## src/hw/wake_timer_consts.vh

```
// constants for the self wake-up timer
`ifndef WAKE_TIMER_CONSTS_VH
`define WAKE_TIMER_CONSTS_VH

`define WAKE_CNT_W 8
`define WAKE_PS_W 3
`define WAKE_DIV_W 11
`define WAKE_CNT_RST 8'h00
`define WAKE_RELOAD_RST 8'h00
`define WAKE_PS_RST 3'h0
`define WAKE_DIV_RST 11'h000
`define WAKE_CNT_TOP 8'hff
`define WAKE_DIV_LIM0 11'h000
`define WAKE_DIV_LIM1 11'h003
`define WAKE_DIV_LIM2 11'h00f
`define WAKE_DIV_LIM3 11'h01f
`define WAKE_DIV_LIM4 11'h03f
`define WAKE_DIV_LIM5 11'h0ff
`define WAKE_DIV_LIM6 11'h3ff
`define WAKE_DIV_LIM7 11'h7ff
`define WAKE_RC_HZ 38400
`define WAKE_XTAL_HZ 32768
`define WAKE_SYS_HZ 40000000

`endif

```

## src/hw/self_wakeup_timer.v

```verilog
// self wake-up timer: prescaled auto-reload up-counter on a slow clock
//
// Notes on behaviour
// - keeps counting in idle and power-down
// - count clock from rc oscillator or crystal
// - system clock at least twice count clock
// - selected source kept on while running
// - configuration never enables the oscillator itself
// - prescaled auto-reload up-counter, 1/1 to 1/2048
// - writable reload value sets overflow rate
// - rollover from ffh sets flag, reloads
// - current count is readable live
// - run bit starts counting, clear holds
// - interrupt when enabled and flag set
`timescale 1ns/1ps
`include "wake_timer_consts.vh"
module self_wakeup_timer (
   input wire sys_clk_i,
   input wire resetn_i,
   input wire low_speed_rc_osc_i,
   input wire low_speed_crystal_i,
   input wire clk_sel_crystal_i,
   input wire idle_mode_i,
   input wire power_down_i,
   input wire wake_run_i,
   input wire [2:0] wake_prescale_sel_i,
   input wire [7:0] wake_reload_value_i,
   input wire wake_reload_we_i,
   input wire wake_flag_clear_i,
   input wire wake_irq_enable_i,
   output wire [7:0] wake_current_count_o,
   output wire [7:0] wake_reload_value_o,
   output wire wake_overflow_flag_o,
   output wire wake_irq_o,
   output wire wake_wakeup_o,
   output wire rc_osc_keep_on_o,
   output wire crystal_keep_on_o
);
   // ------------------------------------------------------------
   // registers
   // ------------------------------------------------------------
   reg [`WAKE_CNT_W-1:0] count_r;
   reg [`WAKE_CNT_W-1:0] count_nxt;
   reg [`WAKE_CNT_W-1:0] reload_r;
   reg [`WAKE_DIV_W-1:0] div_r;
   reg [`WAKE_DIV_W-1:0] div_nxt;
   reg flag_r;
   reg flag_nxt;
   reg ovf_pulse_r;
   reg tick;
   wire sel_clk;
   wire slow_rise;
   wire ps_done;

   // divide ratio minus one for each prescale code
   function [`WAKE_DIV_W-1:0] div_limit;
      input [`WAKE_PS_W-1:0] sel;
      begin
         case (sel)
            3'h0: div_limit = `WAKE_DIV_LIM0;
            3'h1: div_limit = `WAKE_DIV_LIM1;
            3'h2: div_limit = `WAKE_DIV_LIM2;
            3'h3: div_limit = `WAKE_DIV_LIM3;
            3'h4: div_limit = `WAKE_DIV_LIM4;
            3'h5: div_limit = `WAKE_DIV_LIM5;
            3'h6: div_limit = `WAKE_DIV_LIM6;
            default: div_limit = `WAKE_DIV_LIM7;
         endcase
      end
   endfunction

   // counter sits at its rollover value
   function at_top;
      input [`WAKE_CNT_W-1:0] val;
      begin
         at_top = (val == `WAKE_CNT_TOP);
      end
   endfunction

   // ------------------------------------------------------------
   // count clock selection and sampling
   // ------------------------------------------------------------
   // oscillator enable is left to the clock controller; we only request it kept on
   assign sel_clk = clk_sel_crystal_i ? low_speed_crystal_i : low_speed_rc_osc_i;

   // sampling assumes the system clock is at least twice the count clock
   wake_clk_sync u_sync (
      .sys_clk_i(sys_clk_i),
      .resetn_i(resetn_i),
      .async_i(sel_clk),
      .rise_o(slow_rise)
   );

   // ------------------------------------------------------------
   // prescaler
   // ------------------------------------------------------------
   assign ps_done = (div_r >= div_limit(wake_prescale_sel_i));

   always @* begin
      div_nxt = div_r;
      tick = 1'b0;
      if (!wake_run_i) begin
         div_nxt = `WAKE_DIV_RST;
      end else if (slow_rise) begin
         if (ps_done) begin
            div_nxt = `WAKE_DIV_RST;
            tick = 1'b1;
         end else begin
            div_nxt = div_r + 11'h001;
         end
      end
   end

   // ------------------------------------------------------------
   // counter, reload and flag
   // ------------------------------------------------------------
   // low power mode inputs do not gate the counter
   always @* begin
      count_nxt = count_r;
      flag_nxt = flag_r;
      if (wake_flag_clear_i) begin
         flag_nxt = 1'b0;
      end
      if (tick) begin
         if (at_top(count_r)) begin
            count_nxt = reload_r;
            flag_nxt = 1'b1;
         end else begin
            count_nxt = count_r + 8'h01;
         end
      end
   end

   always @(posedge sys_clk_i) begin
      if (!resetn_i) begin
         count_r <= `WAKE_CNT_RST;
         reload_r <= `WAKE_RELOAD_RST;
         div_r <= `WAKE_DIV_RST;
         flag_r <= 1'b0;
         ovf_pulse_r <= 1'b0;
      end else begin
         count_r <= count_nxt;
         div_r <= div_nxt;
         flag_r <= flag_nxt;
         ovf_pulse_r <= tick & at_top(count_r);
         if (wake_reload_we_i) begin
            reload_r <= wake_reload_value_i;
         end
      end
   end

   // ------------------------------------------------------------
   // outputs
   // ------------------------------------------------------------
   assign wake_current_count_o = count_r;
   assign wake_reload_value_o = reload_r;
   assign wake_overflow_flag_o = flag_r;
   assign wake_irq_o = flag_r & wake_irq_enable_i;
   assign wake_wakeup_o = ovf_pulse_r & (idle_mode_i | power_down_i);
   assign rc_osc_keep_on_o = wake_run_i & ~clk_sel_crystal_i;
   assign crystal_keep_on_o = wake_run_i & clk_sel_crystal_i;
endmodule

```

## src/hw/wake_clk_sync.v

```verilog
// two-stage synchroniser with rising edge detect for the slow count clock
`timescale 1ns/1ps
module wake_clk_sync (
   input wire sys_clk_i,
   input wire resetn_i,
   input wire async_i,
   output wire rise_o
);
   reg meta_r;
   reg sync_r;
   reg last_r;

   always @(posedge sys_clk_i) begin
      if (!resetn_i) begin
         meta_r <= 1'b0;
         sync_r <= 1'b0;
         last_r <= 1'b0;
      end else begin
         meta_r <= async_i;
         sync_r <= meta_r;
         last_r <= sync_r;
      end
   end

   assign rise_o = sync_r & ~last_r;
endmodule

```

## config.mk

```make
export PLATFORM = sky130hd
export DESIGN_NAME = self_wakeup_timer
export DESIGN_NICKNAME = d
export VERILOG_FILES = /design/src/hw/self_wakeup_timer.v /design/src/hw/wake_clk_sync.v
export VERILOG_INCLUDE_DIRS = /design/src /design/src/hw
export SDC_FILE = /design/constraint.sdc
export NUM_CORES = 1
export LEC_CHECK = 0
export BUFFER_PORTS_ARGS = -buffer_cell sky130_fd_sc_hd__buf_2
export CAP_MARGIN = 25
export CORE_ASPECT_RATIO = 1.25
export CORE_MARGIN = 2
export CORE_UTILIZATION = 40
export CTS_CLUSTER_DIAMETER = 120
export DETAILED_ROUTE_END_ITERATION = 10
export PLACE_DENSITY = 0.64
export SKIP_CTS_REPAIR_TIMING = 1
export SYNTH_ARGS = -nofsm -noshare
export SYNTH_HDL_FRONTEND = slang
export SYNTH_SLANG_ARGS = --single-unit
```

## constraint.sdc

```tcl
create_clock -name sys_clk_i -period 2.3 [get_ports sys_clk_i]
set_clock_uncertainty 0.1 [all_clocks]
set_input_delay 0.345 -clock sys_clk_i [delete_from_list [all_inputs] [get_ports sys_clk_i]]
set_output_delay 0.345 -clock sys_clk_i [all_outputs]
set_load 0.1 [all_outputs]
```

# After elaboration in Yosys (flattened, before gate mapping)
# Index checks and enable logic that the tools add are counted.
# totals
reg_bits,32
output_inout_bits,21
elab_cells,39
# op_classes
n_addsub,2
magnitude_cmp,1
eq_ne,7
mux,10
n_bitwise,9
n_reduce_logical,2
# op_table
cell,count
case mux 11 bit (7 select lines),1
"adder 11 x 1 -> 11 bit, second input constant",1
>= comparator 11 bit,1
2-to-1 mux 11 bit,1
"equality test 3 bit, second input constant",3
"adder 8 x 1 -> 8 bit, second input constant",1
"equality test 8 bit, second input constant",1
2-to-1 mux 8 bit,1
2-to-1 mux 1 bit,7
bitwise AND 1 bit,6
"equality test 3 x 2 -> 1 bit, second input constant",2
"equality test 3 x 1 -> 1 bit, second input constant",1
zero test 3 bit,1
NOT 1 bit,2
AND reduction 2 bit,1
OR 1 bit,1

# Longest topological paths before layout
# logic_depth
depth_word,7
depth_mapped,10
ltp_nobuf,9

# Cells and area by module
# From an unflattened synthesis, not the netlist that was laid out.
# hier_totals
cells_unflattened,189
area_unflattened_um2,1699.1
# by_module_without_submodules
mod,n_inst,cells_each,area_per_inst_um2,seq_area_each_um2
self_wakeup_timer,1,182,1606.5,580.6
wake_clk_sync,1,7,92.6,60.1

# Least setup slack after synthesis
# No wires, ideal clock.
# synth_path
kind,register to register
from,"reg count_r[0], in the netlist wake_current_count_o[0]"
to,"reg count_r[0], in the netlist wake_current_count_o[0]"
setup_time_ns,0.122
arrival_ns,2.606
path_slack_ns,-0.528
stages_incl_launch_ff,8
path_cell_list,dfxtp_1 ha_1 nand3_1 nor3_1 and2_1 clkbuf_1 nor4_1 a311o_1
# synth_via
elab_chain_len,2
word_cells_on_any_way,3
cone_classes,add/sub (1); eq/ne (1); mux (1)
# synth_rtl
element,line,source
from (decl),self_wakeup_timer.v:42,reg [`WAKE_CNT_W-1:0] count_r;
from (signal assigned),self_wakeup_timer.v:136,count_r <= `WAKE_CNT_RST;
from (signal assigned),self_wakeup_timer.v:142,count_r <= count_nxt;
adder 8 x 1 -> 8 bit / equality test 8 bit (equally long branches),--,
2-to-1 mux 8 bit *,self_wakeup_timer.v:125,if (at_top(count_r)) begin
# Every way passes the cells marked *; elsewhere a longest branch is shown, timed or not.
# A chain may end at the register's enable or synchronous reset.

# Final worst setup path
# layout_path
from,in wake_prescale_sel_i[1]
to,"reg count_r[0], in the netlist wake_current_count_o[0]"
# layout_via
elab_chain_len,6
word_cells_on_any_way,12
cone_classes,order compare (1); eq/ne (6); mux (4); reduce/logical (1)
# layout_rtl
element,line,source
from (decl),self_wakeup_timer.v:26,"input wire [2:0] wake_prescale_sel_i,"
equality test 3 bit (tied with other cells),self_wakeup_timer.v:59,case (sel)
case mux 11 bit (7 select lines) *,self_wakeup_timer.v:59,
>= comparator 11 bit *,self_wakeup_timer.v:97,assign ps_done = (div_r >= div_limit(wake_prescale_sel_i));
2-to-1 mux 1 bit *,self_wakeup_timer.v:105,if (ps_done) begin
2-to-1 mux 1 bit *,self_wakeup_timer.v:104,end else if (slow_rise) begin
2-to-1 mux 1 bit *,self_wakeup_timer.v:102,if (!wake_run_i) begin
# Marks and branches as above.

==> results.toml <==
[detailed_routing]
wl_per_cell_um = 12.1
drt_iter0_drc = 28
drt-total-wl_um = 3740
ant_nets = 0
vias_per_cell = 5.05
drt-pass1-iter-count = 5
via_count = 1561
drc = 0

[power_and_ir_drop]
ir_drop_v = 0.000465
total_leakage_power_nw = 1.02
powerDensity_nw_per_um2 = 544

[synth]
syn-cell-area_sq_um = 1680
netlist_instances = 190
async_reset_ff_share_pct = 0
synth_edf_count = 0
yosys_warnings = 0
yosysUniqueCellTypes = 47
syn-num-nets = 223
synth-main-ff-cell = "dfxtp_1"
ys_ff_latch = 32
synth_seq_area_share_pct = 38.2
synth_area_per_cell_sq_um = 8.82

[die]
die_width_um = 61.9
coreArea_sq_um = 4070
io_pins = 43
die_h_um = 76.4
die-area_sq_um = 4730
initial_core_util_pct = 41.2
rows = 26

[sta]
holdWs_ns = 0.195
worst_slew_pin_slew_ns = 0.489
rsz0062_at_grt = "true"
max_freq_ghz = 0.451
period_share_pct = 96.5
slew_headroom_pct = 67.6
hold_viol_final = 0
fin_crit_ns = 2.22
drv_slew = 0
setup_viol = 0

[setup_path]
critPathBufInv = 3
cp.arrival_ns = 2.29
required_ns = 2.37
path_delay_family = "compound AO/OA/AOI/OAI gates"
crit_type = "in -> reg"
rr_worst_depth = 8
critPathCaptureType = "register"
critPathLaunchType = "input port"
r2r-start = "div_r[9]"
r2r_slack_ns = 0.11
worstPathMaxFanout = 4
path_cells = "buf_6, or3_4, ha_4, nor2b_1, o21ai_1, a311o_1, o211ai_2, buf_4, buf_4, a311o_1"
cpPeakStageDelay_ns = 0.41
crit_path_top_delay_cell = "or3_4"
r2r_end = "wake_current_count_o[0]"

[global_route]
antenna_found_initial = 0
grt_max_degree = 11
grt_pass1_wl_um = 6420
overflow = 0
grt_pass1_vias = 1480
grt_util_all_layers_pct = 17.9

[finish]
nets = 285
drive_above_1_share_pct = 36.0
utilization_pct = 55.6
diodes = 0
syn2layout_area_growth_pct = 34.9

[place]
dp_hpwl_um = 2850
place_congestion = 0.819
port_buffers = 42

[clock_tree]
cts-root-buf = "clkbuf_8"
clk_path_buf_depth = 2
clk-insertion-delay-late_ns = 0.29
h-tree-depth = 2
clkTransAtPathRegs_ns = 0.06
cts_sinks = 32
cts_made_buffers = 5
cts_tree = "done"

[worst_hold_path]
min_to = "wake_reload_value_o[4]"
hold_path.class = "in -> reg"
hold_depth = 3
hold_start = "wake_reload_value_i[4]"

[job]
cap_violations = 0

[run_status]
status = "finished, final reports clean"
cell usage in the layout, fill, tap and decap left out, types with 4 or more instances in the layout:
| cell type | instances |
|---|---|
| dfxtp_1 | 25 |
| and3_1 | 4 |
| nand3_1 | 14 |
| inv_1 | 4 |
| buf_2 | 41 |
| ha_1 | 9 |
| mux2i_1 | 10 |
| xor2_1 | 7 |
| clkbuf_8 | 7 |
| dfxtp_2 | 5 |
| buf_4 | 16 |
| and2_1 | 5 |
| nand2_1 | 11 |
| nor2_1 | 26 |
| a21oi_1 | 9 |
| nor2b_1 | 4 |
sequential cells by signal (all words and copies together) (netlist names):
register	flops
u_sync.last_r	1
ovf_pulse_r	1
wake_current_count_o	8
u_sync.meta_r	1
wake_reload_value_o	8
u_sync.sync_r	1
wake_overflow_flag_o	1
div_r	11
synthesized netlist by cell type, drive strengths merged, types with 2 or more instances:
| library cell | number | area share (%) |
|---|---|---|
| dfxtp | 32 | 38 |
| nor2 | 27 | 6.0 |
| nand3 | 14 | 4.2 |
| nand2 | 12 | 2.7 |
| a21oi | 11 | 3.3 |
| ha | 11 | 8.2 |
| mux2i | 10 | 6.0 |
| xor2 | 7 | 3.7 |
| o21ai | 6 | 2.7 |
| and2 | 5 | 1.9 |
| inv | 5 | 1.1 |
| and3 | 4 | 1.5 |
| nor2b | 4 | 1.5 |
| buf | 3 | 1.3 |
| clkbuf | 3 | 0.67 |
| nor3 | 3 | 0.90 |
| xnor2 | 3 | 1.6 |
| a311o | 2 | 1.2 |
| and4 | 2 | 1.0 |
| nor4 | 2 | 0.75 |
| o211ai | 2 | 1.2 |
| or3 | 2 | 0.90 |
per-stage QoR:
| step | instance area (sq um) | power [mW] | setup TNS (ns) | setup slack [ns] | instances |
|---|---|---|---|---|---|
| 2_1_floorplan | 1700 | 0.705 | -0.0673 | -0.0673 | 190 |
| 3_3_place_gp | 2100 | 0.762 | -2.77 | -0.264 | 300 |
| 3_5_place_dp | 2100 | 0.763 | -3.11 | -0.302 | 300 |
| 4_1_cts | 2200 | 1.24 | -0.0150 | -0.0150 | 308 |
| 5_1_grt | 2260 | 1.28 | -0.0251 | -0.0251 | 309 |
| 6_report | 2260 | 1.23 | 0 | 0.0805 | 309 |
final cells by class:
class / instances / area, sq um
tap: 56 / 70.1
fill: 399 / 1810
timing repair buffer: 61 / 379
sequential: 32 / 654
clock buffer: 8 / 100
inverter: 6 / 22.5
multi-input combinational: 146 / 1030
metal layers:
metal	up-vias	GRT usage [%]	share of wire, %
met5	-	0	0
met4	0	6.38	1.8
met3	5	4.58	3.7
met2	29	30.3	53
met1	731	20.8	42
li1	796	-	-
cell families (layout without fill, tap and decap cells):
kind of cell / count (synthesis) / after routing / synth area share (%)
compound gates: 33 / 33 / 14.5
xor+xnor: 10 / 10 / 5.23
fa+ha+maj: 11 / 11 / 8.21
buf+inv: 12 / 75 / 3.36
flops: 32 / 32 / 38.2
mux: 11 / 11 / 6.65
simple gates: 81 / 81 / 23.8
tightest hold or removal path, cell delays in order:
cell and delay (ns):
buf_2 0.07, mux2i_1 0.05, nor2_1 0.07
power breakdown:
part / internal (mW) / total (mW) / leakage (nW) / switching (mW)
clock network: 0.273 / 0.477 / 0.0515 / 0.204
logic: 0.0573 / 0.182 / 0.705 / 0.125
registers: 0.563 / 0.571 / 0.264 / 0.00774
worst max path at each step:
stage                                start                 endpoint  cells after the start
global placement    wake_prescale_sel_i[1]  wake_current_count_o[7]                     10
CTS                 wake_prescale_sel_i[1]  wake_current_count_o[7]                     10
detailed placement  wake_prescale_sel_i[1]  wake_current_count_o[7]                     10
floorplan           wake_prescale_sel_i[2]  wake_current_count_o[0]                     10
global route        wake_prescale_sel_i[1]  wake_current_count_o[4]                     10
finish              wake_prescale_sel_i[1]  wake_current_count_o[0]                     10
Power figures use the tool's default switching activity.
